[src/shared/setpoint_pkg.sv]
// Purpose: shared types and constants of the speed setpoint front end
// Assumes: 250 MHz control clock, speeds as signed 16-bit rpm
// Notes:   register offsets are byte addresses on a 32-bit APB
package setpoint_pkg;

  // ************************************************
  // widths and timing
  // ************************************************
  localparam int SPD_W        = 16;
  localparam int BIN_N        = 7;
  localparam int TICK_W       = 20;
  localparam int CLK_PERIOD_PS = 4000;
  localparam int TICK_NS      = 1000000;
  localparam int TICK_CYCLES_DFLT = (TICK_NS * 1000) / CLK_PERIOD_PS;
  localparam int RAMP_TIME_S  = 10;
  localparam logic [15:0] RAMP_TIME_MS_RST = 16'(RAMP_TIME_S * 1000);
  localparam logic [7:0]  ROUND_MS = 8'h32;
  localparam int PZD_SPEED_IDX = 1;

  // ************************************************
  // register map
  // ************************************************
  localparam logic [7:0] OFS_CFG      = 8'h00;
  localparam logic [7:0] OFS_MAIN_SEL = 8'h04;
  localparam logic [7:0] OFS_SUPP_SEL = 8'h08;
  localparam logic [7:0] OFS_MAX      = 8'h0c;
  localparam logic [7:0] OFS_MIN      = 8'h10;
  localparam logic [7:0] OFS_START    = 8'h14;
  localparam logic [7:0] OFS_UP_T     = 8'h18;
  localparam logic [7:0] OFS_DN_T     = 8'h1c;
  localparam logic [7:0] OFS_SRC      = 8'h20;
  localparam logic [7:0] OFS_OUT      = 8'h24;
  localparam logic [7:0] OFS_MAIN_OUT = 8'h28;
  localparam logic [7:0] OFS_SUPP_OUT = 8'h2c;
  localparam logic [7:0] OFS_STATUS   = 8'h30;

  localparam int CFG_STORE  = 0;
  localparam int CFG_RAMP   = 1;
  localparam int CFG_ROUND  = 2;
  localparam int CFG_NV     = 3;
  localparam int CFG_ALWAYS = 4;
  localparam logic [4:0] CFG_RST = 5'h06;

  localparam logic [1:0] PRE_ZERO     = 2'h0;
  localparam logic [1:0] PRE_ANALOG   = 2'h1;
  localparam logic [1:0] PRE_FIELDBUS = 2'h2;

  // ************************************************
  // types
  // ************************************************
  typedef logic signed [SPD_W-1:0] speed_t;

  typedef enum logic [1:0] {
    SRC_ANALOG,
    SRC_FIELDBUS,
    SRC_UPDOWN,
    SRC_FIXED
  } src_sel_t;

  typedef struct packed {
    logic [1:0] preset_value_source;
    logic [2:0] accept_preset_source;
    logic [2:0] manual_auto_select_source;
    logic [2:0] limit_invert_source;
    logic [2:0] lower_command_source;
    logic [2:0] raise_command_source;
  } src_cfg_t;

  typedef struct packed {
    logic   tech_on;
    speed_t tech_sp;
    logic   jog_on;
    speed_t jog_sp;
    logic   panel_on;
    speed_t panel_sp;
  } override_in_t;

  typedef struct packed {
    logic   write;
    speed_t value;
  } nv_out_t;

  typedef struct packed {
    logic [4:0]        updown_config_bits;
    src_sel_t          main_setpoint_select;
    src_sel_t          supplementary_setpoint_select;
    speed_t            updown_max_speed;
    speed_t            updown_min_speed;
    speed_t            updown_start_value;
    logic [15:0]       updown_ramp_up_time;
    logic [15:0]       updown_ramp_down_time;
    src_cfg_t          srcs;
    speed_t            out;
    logic [31:0]       frac;
    logic [TICK_W-1:0] tick_cnt;
    logic [7:0]        round_cnt;
    speed_t            stored;
    logic [BIN_N-1:0]  sync1;
    logic [BIN_N-1:0]  sync2;
    logic              motor_q;
    logic              accept_q;
    logic              booted;
    nv_out_t           nv;
    logic [31:0]       prdata;
    speed_t            main_sp;
    speed_t            supp_sp;
    logic              ovr;
  } state_t;

endpackage : setpoint_pkg

[src/hw/speed_setpoint_source.sv]
// Purpose: speed setpoint source selection and ramped up/down setpoint
// Assumes: APB slave, zero wait states, speeds in signed rpm
// Notes:   ramp step paced by a millisecond tick, at most one rpm per clock
//
// Chosen here: the register offsets and the APB slave port.
`timescale 1ns/1ps
module speed_setpoint_source #(
  parameter int TICK_CYCLES = setpoint_pkg::TICK_CYCLES_DFLT,
  parameter int PZD_WORDS   = 2
) (
  // clock and reset
  input  wire logic                         pclk,
  input  wire logic                         presetn,
  // apb slave
  input  wire logic                         psel,
  input  wire logic                         penable,
  input  wire logic                         pwrite,
  input  wire logic [7:0]                   paddr,
  input  wire logic [31:0]                  pwdata,
  output logic      [31:0]                  prdata,
  output logic                              pready,
  output logic                              pslverr,
  // setpoint sources
  input  wire setpoint_pkg::speed_t         analog_ch0,
  input  wire logic [PZD_WORDS-1:0][15:0]   pzd_rx,
  input  wire setpoint_pkg::speed_t         fixed_setpoint,
  input  wire setpoint_pkg::override_in_t   override_in,
  // drive state and binary pins
  input  wire logic                         motor_on,
  input  wire logic [setpoint_pkg::BIN_N-1:0] bin_in,
  // non-volatile store
  input  wire setpoint_pkg::speed_t         nv_restore,
  output setpoint_pkg::nv_out_t             nv_out,
  // results
  output setpoint_pkg::speed_t              main_setpoint,
  output setpoint_pkg::speed_t              supp_setpoint,
  output setpoint_pkg::speed_t              updown_output_after_ramp,
  output logic                              override_active
);
  import setpoint_pkg::*;

  // ************************************************
  // helpers
  // ************************************************
  localparam logic [TICK_W-1:0] TICK_LAST = TICK_W'(TICK_CYCLES - 1);

  function automatic logic bin_pick(input logic [2:0]       idx,
                                    input logic [BIN_N-1:0] v);
    logic [2:0] k;
    k = 3'(idx - 3'h1);
    return (idx == 3'h0) ? 1'b0 : v[k];
  endfunction : bin_pick

  function automatic speed_t src_pick(input src_sel_t sel,
                                      input speed_t   an,
                                      input speed_t   fb,
                                      input speed_t   ud,
                                      input speed_t   fx);
    speed_t r;
    case (sel)
      SRC_ANALOG:   r = an;
      SRC_FIELDBUS: r = fb;
      SRC_UPDOWN:   r = ud;
      SRC_FIXED:    r = fx;
      default:      r = an;
    endcase
    return r;
  endfunction : src_pick

  function automatic speed_t clamp(input speed_t v,
                                   input speed_t lo,
                                   input speed_t hi);
    return (v > hi) ? hi : ((v < lo) ? lo : v);
  endfunction : clamp

  function automatic logic mapped(input logic [7:0] a);
    return (a[1:0] == 2'h0) && (a <= OFS_STATUS);
  endfunction : mapped

  // ************************************************
  // decoded signals
  // ************************************************
  state_t          s;
  state_t          next_s;
  speed_t          fb_word;
  logic            raise;
  logic            lower;
  logic            inv;
  logic            auto_mode;
  logic            accept;
  logic            up;
  logic            dn;
  logic            run;
  logic            ramp_on;
  logic            tick;
  speed_t          hi_raw;
  speed_t          lo_raw;
  speed_t          hi;
  speed_t          lo;
  logic [16:0]     hi_abs;
  logic [16:0]     lo_abs;
  logic [16:0]     span;
  logic [15:0]     t_sel;
  speed_t          preset;
  speed_t          main_raw;
  logic            wr;
  logic            setup;

  assign fb_word   = speed_t'(pzd_rx[PZD_SPEED_IDX]);
  assign raise     = bin_pick(s.srcs.raise_command_source, s.sync2);
  assign lower     = bin_pick(s.srcs.lower_command_source, s.sync2);
  assign inv       = bin_pick(s.srcs.limit_invert_source, s.sync2);
  assign auto_mode = bin_pick(s.srcs.manual_auto_select_source, s.sync2);
  assign accept    = bin_pick(s.srcs.accept_preset_source, s.sync2);
  assign up        = raise & ~lower;
  assign dn        = lower & ~raise;
  assign run       = motor_on | s.updown_config_bits[CFG_ALWAYS];
  assign ramp_on   = ~auto_mode | s.updown_config_bits[CFG_RAMP];
  assign tick      = (s.tick_cnt == TICK_LAST);
  assign t_sel     = up ? s.updown_ramp_up_time : s.updown_ramp_down_time;

  // limits, sign flipped while inverting, then ordered
  assign hi_raw = inv ? speed_t'(-s.updown_min_speed) : s.updown_max_speed;
  assign lo_raw = inv ? speed_t'(-s.updown_max_speed) : s.updown_min_speed;
  assign hi     = (hi_raw >= lo_raw) ? hi_raw : lo_raw;
  assign lo     = (hi_raw >= lo_raw) ? lo_raw : hi_raw;
  assign hi_abs = hi[SPD_W-1] ? 17'(-{hi[SPD_W-1], hi}) : {1'b0, hi};
  assign lo_abs = lo[SPD_W-1] ? 17'(-{lo[SPD_W-1], lo}) : {1'b0, lo};
  assign span   = (hi_abs >= lo_abs) ? hi_abs : lo_abs;

  always_comb begin
    case (s.srcs.preset_value_source)
      PRE_ZERO:     preset = '0;
      PRE_ANALOG:   preset = analog_ch0;
      PRE_FIELDBUS: preset = fb_word;
      default:      preset = fixed_setpoint;
    endcase
  end

  assign main_raw = src_pick(s.main_setpoint_select, analog_ch0, fb_word,
                             s.out, fixed_setpoint);
  assign setup    = psel & ~penable;
  assign wr       = psel & penable & pwrite;

  // ************************************************
  // next state
  // ************************************************
  always_comb begin
    logic [31:0] add;
    logic [31:0] t32;
    add    = '0;
    t32    = {16'h0, t_sel};
    next_s = s;

    // pin synchroniser
    next_s.sync1 = bin_in;
    next_s.sync2 = s.sync1;
    next_s.motor_q  = motor_on;
    next_s.accept_q = accept;
    next_s.nv.write = 1'b0;
    next_s.tick_cnt = tick ? '0 : TICK_W'(s.tick_cnt + 1'b1);

    // register writes take effect on the access edge
    if (wr) begin
      case (paddr)
        OFS_CFG:      next_s.updown_config_bits = pwdata[4:0];
        OFS_MAIN_SEL: next_s.main_setpoint_select = src_sel_t'(pwdata[1:0]);
        OFS_SUPP_SEL: next_s.supplementary_setpoint_select = src_sel_t'(pwdata[1:0]);
        OFS_MAX:      next_s.updown_max_speed = speed_t'(pwdata[15:0]);
        OFS_MIN:      next_s.updown_min_speed = speed_t'(pwdata[15:0]);
        OFS_START:    next_s.updown_start_value = speed_t'(pwdata[15:0]);
        OFS_UP_T:     next_s.updown_ramp_up_time = pwdata[15:0];
        OFS_DN_T:     next_s.updown_ramp_down_time = pwdata[15:0];
        OFS_SRC:      next_s.srcs = src_cfg_t'(pwdata[16:0]);
        default:      next_s.srcs = s.srcs;
      endcase
    end

    // ramped up/down counter
    if (run && (up || dn)) begin
      if (!ramp_on || t_sel == 16'h0) begin
        next_s.out  = up ? hi : lo;
        next_s.frac = '0;
      end else begin
        if (tick) begin
          add = (s.updown_config_bits[CFG_ROUND] && s.round_cnt < ROUND_MS)
              ? 32'(span >> 2) : 32'(span);
          if (s.round_cnt != 8'hff) begin
            next_s.round_cnt = 8'(s.round_cnt + 1'b1);
          end
        end
        if ((up && s.out >= hi) || (dn && s.out <= lo)) begin
          next_s.frac = '0;
        end else if (s.frac >= t32) begin
          next_s.out  = up ? speed_t'(s.out + 1'b1) : speed_t'(s.out - 1'b1);
          next_s.frac = s.frac - t32 + add;
        end else begin
          next_s.frac = s.frac + add;
        end
      end
    end else begin
      next_s.frac      = '0;
      next_s.round_cnt = '0;
    end

    // switch-on restart and switch-off save
    if (motor_on && !s.motor_q) begin
      next_s.out = s.updown_config_bits[CFG_STORE] ? s.stored
                                                   : s.updown_start_value;
    end
    if (!motor_on && s.motor_q && s.updown_config_bits[CFG_STORE]) begin
      next_s.stored   = s.out;
      next_s.nv.value = s.out;
      next_s.nv.write = s.updown_config_bits[CFG_NV];
    end
    if (!s.booted) begin
      next_s.booted = 1'b1;
      next_s.stored = nv_restore;
    end

    // preset load on accept edge
    if (accept && !s.accept_q) begin
      next_s.out = preset;
    end
    next_s.out = clamp(next_s.out, lo, hi);

    // setpoint routing with override priority panel, jog, technology
    next_s.ovr = override_in.panel_on | override_in.jog_on | override_in.tech_on;
    if (override_in.panel_on) begin
      next_s.main_sp = override_in.panel_sp;
    end else if (override_in.jog_on) begin
      next_s.main_sp = override_in.jog_sp;
    end else if (override_in.tech_on) begin
      next_s.main_sp = override_in.tech_sp;
    end else begin
      next_s.main_sp = main_raw;
    end
    next_s.supp_sp = src_pick(s.supplementary_setpoint_select, analog_ch0,
                              fb_word, s.out, fixed_setpoint);

    // read data captured in the setup phase
    if (setup) begin
      case (paddr)
        OFS_CFG:      next_s.prdata = {27'h0, s.updown_config_bits};
        OFS_MAIN_SEL: next_s.prdata = {30'h0, s.main_setpoint_select};
        OFS_SUPP_SEL: next_s.prdata = {30'h0, s.supplementary_setpoint_select};
        OFS_MAX:      next_s.prdata = {16'h0, s.updown_max_speed};
        OFS_MIN:      next_s.prdata = {16'h0, s.updown_min_speed};
        OFS_START:    next_s.prdata = {16'h0, s.updown_start_value};
        OFS_UP_T:     next_s.prdata = {16'h0, s.updown_ramp_up_time};
        OFS_DN_T:     next_s.prdata = {16'h0, s.updown_ramp_down_time};
        OFS_SRC:      next_s.prdata = {15'h0, s.srcs};
        OFS_OUT:      next_s.prdata = {16'h0, s.out};
        OFS_MAIN_OUT: next_s.prdata = {16'h0, s.main_sp};
        OFS_SUPP_OUT: next_s.prdata = {16'h0, s.supp_sp};
        OFS_STATUS:   next_s.prdata = {26'h0, up, dn, inv, auto_mode,
                                       s.ovr, s.motor_q};
        default:      next_s.prdata = '0;
      endcase
    end
  end

  // ************************************************
  // state register
  // ************************************************
  always_ff @(posedge pclk or negedge presetn) begin
    if (!presetn) begin
      s <= '0;
      s.updown_config_bits    <= CFG_RST;
      s.main_setpoint_select  <= SRC_ANALOG;
      s.supplementary_setpoint_select <= SRC_ANALOG;
      s.updown_ramp_up_time   <= RAMP_TIME_MS_RST;
      s.updown_ramp_down_time <= RAMP_TIME_MS_RST;
    end else begin
      s <= next_s;
    end
  end

  // ************************************************
  // outputs
  // ************************************************
  assign prdata                   = s.prdata;
  assign pready                   = 1'b1;
  assign pslverr                  = psel & penable & ~mapped(paddr);
  assign nv_out                   = s.nv;
  assign main_setpoint            = s.main_sp;
  assign supp_setpoint            = s.supp_sp;
  assign updown_output_after_ramp = s.out;
  assign override_active          = s.ovr;

endmodule : speed_setpoint_source

[config.mk]
export PLATFORM = sky130hd
export DESIGN_NAME = speed_setpoint_source
export DESIGN_NICKNAME = d
export VERILOG_FILES = /design/src/shared/setpoint_pkg.sv /design/src/hw/speed_setpoint_source.sv
export SDC_FILE = /design/constraint.sdc
export NUM_CORES = 1
export LEC_CHECK = 0
export BUFFER_PORTS_ARGS = -buffer_cell sky130_fd_sc_hd__buf_4
export CORE_UTILIZATION = 39
export DETAILED_ROUTE_END_ITERATION = 8
export GPL_TIMING_DRIVEN = 0
export SLEW_MARGIN = 15
export SYNTH_ARGS = -nofsm -noshare
export SYNTH_HDL_FRONTEND = slang
export SYNTH_SLANG_ARGS = --single-unit
[constraint.sdc]
create_clock -name pclk -period 14.35 [get_ports pclk]
set_input_delay 2.87 -clock pclk [delete_from_list [all_inputs] [get_ports pclk]]
set_output_delay 2.87 -clock pclk [all_outputs]
set_load 0.05 [all_outputs]
==> flow_summary.html <==
<table>
<tr><th>Metric</th><th>Value</th></tr>
<tr><th colspan="2">Outcome</th></tr>
<tr><td>Run status</td><td>finished clean</td></tr>
<tr><th colspan="2">Floorplanning</th></tr>
<tr><td>Vert. Die Dim</td><td>approximately 260 um</td></tr>
<tr><td>Width of the chip</td><td>approximately 260 um</td></tr>
<tr><td>Initial core utilization</td><td>0.397</td></tr>
<tr><td>Std cell rows</td><td>a little over 90</td></tr>
<tr><td>Die outline area</td><td>65700 um2</td></tr>
<tr><td>Total core area</td><td>roughly 64000 um2</td></tr>
<tr><td>Io pins</td><td>284</td></tr>
<tr><th colspan="2">GRT</th></tr>
<tr><td>Congestion Overflow GR</td><td>0</td></tr>
<tr><td>First-pass GRT wire length</td><td>149000 um</td></tr>
<tr><td>Total routing usage reported by global routing</td><td>0.299</td></tr>
<tr><td>Largest net degree at the start of global routing</td><td>99</td></tr>
<tr><td>Number of antenna violations at the first check in global routing</td><td>1</td></tr>
<tr><td>Vias in the first global route</td><td>23.6k</td></tr>
<tr><th colspan="2">Final layout</th></tr>
<tr><td>Final-stage net count</td><td>3486</td></tr>
<tr><td>Total inserted antenna cells</td><td>0</td></tr>
<tr><td>Cell area after layout</td><td>29600 um2</td></tr>
<tr><td>Fraction of layout cells with a size suffix above 1</td><td>0.215</td></tr>
<tr><td>Area growth, synth to finish</td><td>17.1%</td></tr>
<tr><th colspan="2">Worst setup path</th></tr>
<tr><td>Crit Path Category</td><td>reg2reg</td></tr>
<tr><td>Critical Path Sink Type</td><td>register</td></tr>
<tr><td>Largest stage delay on the critical path</td><td>0.69 ns</td></tr>
<tr><td>Slowest cell on crit path</td><td>sky130_fd_sc_hd__mux2i_1</td></tr>
<tr><td>Highest fanout seen on the critical path</td><td>10</td></tr>
<tr><td>Required time at the worst-slack endpoint</td><td>14.79 ns</td></tr>
<tr><td>CP startpoint kind</td><td>register</td></tr>
<tr><td>Data arrival time at the worst-slack endpoint</td><td>14.03 ns</td></tr>
<tr><th colspan="2">Flow run</th></tr>
<tr><td>Number of maximum-capacitance violations</td><td>0</td></tr>
<tr><th colspan="2">Yosys</th></tr>
<tr><td>Fraction of post-synthesis cell area in the top cell type by area</td><td>0.268</td></tr>
<tr><td>Number of warnings printed during yosys synthesis</td><td>0</td></tr>
<tr><td>Post-Syn Instances</td><td>2773</td></tr>
<tr><td>Post-synthesis cell type count</td><td>99</td></tr>
<tr><td>Seq cells post-synth</td><td>282</td></tr>
<tr><td>Mean Syn Cell Area</td><td>9.10 um2</td></tr>
<tr><td>Synthesized cell area</td><td>25200 um2</td></tr>
<tr><td>Cell types occupying the most area after synthesis</td><td>sky130_fd_sc_hd__dfrtp_1 (27%), sky130_fd_sc_hd__ha_1 (11%), sky130_fd_sc_hd__mux2_2 (6.2%), sky130_fd_sc_hd__mux2i_1 (5.7%), sky130_fd_sc_hd__xnor2_1 (3.6%)</td></tr>
<tr><td>Ys flop type</td><td>sky130_fd_sc_hd__dfrtp_1</td></tr>
<tr><td>Sequential area share after synthesis</td><td>0.280</td></tr>
<tr><td>FFs w/ async S/R, synth</td><td>1.00</td></tr>
<tr><td>Number of synthesized flops with an enable pin</td><td>0</td></tr>
<tr><td>Yosys top cell by area</td><td>sky130_fd_sc_hd__dfrtp_1</td></tr>
<tr><th colspan="2">Placed design</th></tr>
<tr><td>Count of input and output buffers</td><td>234</td></tr>
<tr><td>Area post-placement</td><td>roughly 28000 um2</td></tr>
<tr><td>Dpl hpwl</td><td>79500 um</td></tr>
<tr><td>Placer Congestion</td><td>1.02</td></tr>
<tr><th colspan="2">STA</th></tr>
<tr><td>Final critical path time including I/O delays and setup</td><td>13.58 ns</td></tr>
<tr><td>Number of slew-limit violations in the final report</td><td>0</td></tr>
<tr><td>F_max</td><td>~0.074 GHz</td></tr>
<tr><td>Final hold violations</td><td>0</td></tr>
<tr><td>Final setup fails</td><td>0</td></tr>
<tr><td>Max-slew headroom</td><td>0.183</td></tr>
<tr><td>Setup clock skew after layout</td><td>0.0492 ns</td></tr>
<tr><td>Actual slew at the worst max-slew pin</td><td>1.21 ns</td></tr>
<tr><td>Post-route clock period utilization</td><td>0.947</td></tr>
<tr><th colspan="2">Power and ir drop</th></tr>
<tr><td>Total internal power</td><td>1.95 mW</td></tr>
<tr><td>Switching power summed over all nets</td><td>~1.4 mW</td></tr>
<tr><td>Part of the total power dissipated in the clock network</td><td>0.280</td></tr>
<tr><td>Combinational power share</td><td>0.438</td></tr>
<tr><td>PD cells</td><td>112 nW/um2</td></tr>
<tr><td>Maximum vdd ir drop</td><td>about 0.085 mV</td></tr>
<tr><td>Sequential power share</td><td>0.283</td></tr>
<tr><td>Switching portion of total power</td><td>0.413</td></tr>
<tr><td>Post-layout power</td><td>3.32 mW</td></tr>
<tr><td>Total leakage power</td><td>13.7 nW</td></tr>
<tr><th colspan="2">Clock network</th></tr>
<tr><td>Clock tree from TritonCTS</td><td>yes</td></tr>
<tr><td>Clock root buffer</td><td>sky130_fd_sc_hd__clkbuf_16</td></tr>
<tr><td>Max clock buf depth</td><td>3</td></tr>
<tr><td>Clk slew on worst S/H paths</td><td>0.06 ns</td></tr>
<tr><td>Clk Latency, worst-skew pair</td><td>about 0.60 ns</td></tr>
<tr><td>CTS buffer count</td><td>35</td></tr>
<tr><td>Number of H-tree levels</td><td>2</td></tr>
<tr><td>Number of sinks driven by the clock tree</td><td>roughly 280</td></tr>
<tr><th colspan="2">Drt</th></tr>
<tr><td>Vias</td><td>23.5k</td></tr>
<tr><td>Aggregate routed wire length</td><td>100000 um</td></tr>
<tr><td>Total DRC errors in the routed layout</td><td>0</td></tr>
<tr><td>First-pass DRT Iterations</td><td>8</td></tr>
<tr><td>Number of antenna-violating nets in the routed design</td><td>0</td></tr>
<tr><td>WL per Instance</td><td>25.4 um</td></tr>
<tr><td>Via-per-instance ratio</td><td>5.97</td></tr>
<tr><td>Count of routing violations after the opening detailed-route iteration</td><td>2160</td></tr>
<tr><th colspan="2">Hold path</th></tr>
<tr><td>Worst min-delay path class</td><td>reg2reg</td></tr>
</table>
metrics by stage:
stage / TNS, ns / cells / hold slack [ns] / worst slack [ns] / utilization
2_1_floorplan: 0 / 2793 / 0.331 / 2.61 / -
3_5_place_dp: -3.86 / 3876 / 0.336 / -1.02 / 0.444
6_report: 0 / 3944 / 0.348 / 0.765 / 0.465
4_1_cts: 0 / 3940 / 0.353 / 0.0305 / 0.463
5_1_grt: -0.0259 / 3944 / 0.365 / -0.0259 / 0.465
3_3_place_gp: -2.52 / 3873 / 0.341 / -0.743 / 0.443
power by group through the flow:
stage / registers [mW] / logic, mW / clock network [mW]
2_1_floorplan: 0.880 / 1.01 / 0
3_3_place_gp: 0.950 / 1.37 / 0
3_5_place_dp: 0.950 / 1.40 / 0
4_1_cts: 0.936 / 1.42 / 0.943
5_1_grt: 0.938 / 1.56 / 0.968
6_report: 0.940 / 1.45 / 0.929
what timing repair did:
item	4_1_cts	5_1_grt
gates cloned	0	0
pin swaps	0	5
buffers inserted	0	4
hold buffers	0	0
gates resized for setup	7	30
endpoints found under the setup margin	6	17
kinds of logic after synthesis:
family          synth area share
mux                        0.153
fa+ha+maj                  0.121
compound gates             0.177
simple gates               0.137
other cells             0.000298
flops                      0.280
buf+inv                   0.0794
xor+xnor                  0.0524
path summary, 6_finish.rpt:
path,from,to,slack [ns],cells after the start
worst max-delay path,s[197],s[173],0.77,51
worst min register to register,next_s[91],s[91],0.35,0
worst min-delay path,next_s[91],s[91],0.35,0
max in group asynchronous,presetn,updown_output_after_ramp[1],11.00,2
worst max register to register,s[197],s[173],0.77,51
min in group asynchronous,presetn,prdata[13],2.31,1
cell usage in the layout, fill, tap and decap left out, drive strengths merged, types with 18 or more instances in the layout:
| cell type | count |
|---|---|
| nor4 | 27 |
| xnor2 | 104 |
| buf | 370 |
| inv | 201 |
| nand2 | 219 |
| mux2 | 142 |
| o21ai | 106 |
| clkbuf | 137 |
| nand4 | 36 |
| a31oi | 51 |
| nor3 | 51 |
| mux2i | 144 |
| mux4 | 36 |
| ha | 213 |
| nand2b | 22 |
| a221oi | 38 |
| a22o | 24 |
| a211oi | 34 |
| a21oi | 150 |
| a21o | 39 |
| dfrtp | 270 |
| conb | 22 |
| nor2b | 22 |
| xor2 | 46 |
| nand3 | 57 |
| a22oi | 22 |
| fa | 18 |
| nor2 | 216 |
per-layer routing:
layer  global-route usage  up-vias  routed length, um
met5                    0        -                  0
met2                0.492     1069              46600
met1                0.371    11600              40400
met3               0.0501      248               7310
li1                     -    10600                  -
met4                0.165        0               6000
flip-flops by register name (all words and copies together) (netlist names):
register	cells
main_setpoint	16
supp_setpoint	16
updown_output_after_ramp	16
next_s	7
nv_out	17
prdata	17
s	192
override_active	1
synth_stat cells, types with 9 or more instances:
master	number
sky130_fd_sc_hd__ha_1	213
sky130_fd_sc_hd__buf_4	103
sky130_fd_sc_hd__nand3_1	57
sky130_fd_sc_hd__a2111oi_0	9
sky130_fd_sc_hd__a22oi_1	22
sky130_fd_sc_hd__nand2b_1	22
sky130_fd_sc_hd__and2_1	16
sky130_fd_sc_hd__dfrtp_1	270
sky130_fd_sc_hd__o21bai_1	17
sky130_fd_sc_hd__o21a_1	17
sky130_fd_sc_hd__mux2_2	138
sky130_fd_sc_hd__inv_1	196
sky130_fd_sc_hd__clkbuf_1	86
sky130_fd_sc_hd__a41oi_1	13
sky130_fd_sc_hd__a21o_1	39
sky130_fd_sc_hd__dfstp_2	12
sky130_fd_sc_hd__o31ai_1	10
sky130_fd_sc_hd__xnor2_1	103
sky130_fd_sc_hd__nor4_1	24
sky130_fd_sc_hd__a311oi_1	13
sky130_fd_sc_hd__xor2_1	46
sky130_fd_sc_hd__a211oi_1	31
sky130_fd_sc_hd__a22o_1	24
sky130_fd_sc_hd__a31oi_1	50
sky130_fd_sc_hd__mux4_2	36
sky130_fd_sc_hd__nor2_1	214
sky130_fd_sc_hd__o22ai_1	13
sky130_fd_sc_hd__buf_2	17
sky130_fd_sc_hd__mux2i_1	144
sky130_fd_sc_hd__nor3_1	49
sky130_fd_sc_hd__nand4_1	36
sky130_fd_sc_hd__and3_1	17
sky130_fd_sc_hd__a222oi_1	16
sky130_fd_sc_hd__a221oi_1	36
sky130_fd_sc_hd__fa_1	18
sky130_fd_sc_hd__o21ai_0	91
sky130_fd_sc_hd__nor2b_1	22
sky130_fd_sc_hd__nand2_1	218
sky130_fd_sc_hd__and4_1	9
sky130_fd_sc_hd__a21oi_1	146
sky130_fd_sc_hd__o21ai_1	11
sky130_fd_sc_hd__buf_1	9
layout make-up:
| cell class | count | area, um2 |
|---|---|---|
| well taps | 846 | 1060 |
| inverters | 198 | 743 |
| plain buffers | 219 | 1280 |
| multi-input cells | 2094 | 16400 |
| flip-flops and latches | 282 | 7070 |
| repair buffers | 241 | 1860 |
| fillers | 6238 | 34000 |
| clock inverters | 17 | 208 |
| clock buffers | 47 | 961 |
worst max-delay path, delay by kind of cell, from the launching register on:
| kind | cells | cell delay (ns) |
|---|---|---|
| adders and majority gates | 6 | 2.55 |
| and+or+nand+nor | 5 | 0.55 |
| DFF | 1 | 0.45 |
| buffers and inverters | 10 | 1.92 |
| xor gates and xnor gates | 2 | 0.35 |
| AOI/OAI and AO/OA | 25 | 6.13 |
| muxes | 3 | 1.47 |
Power figures use the tool's default switching activity.
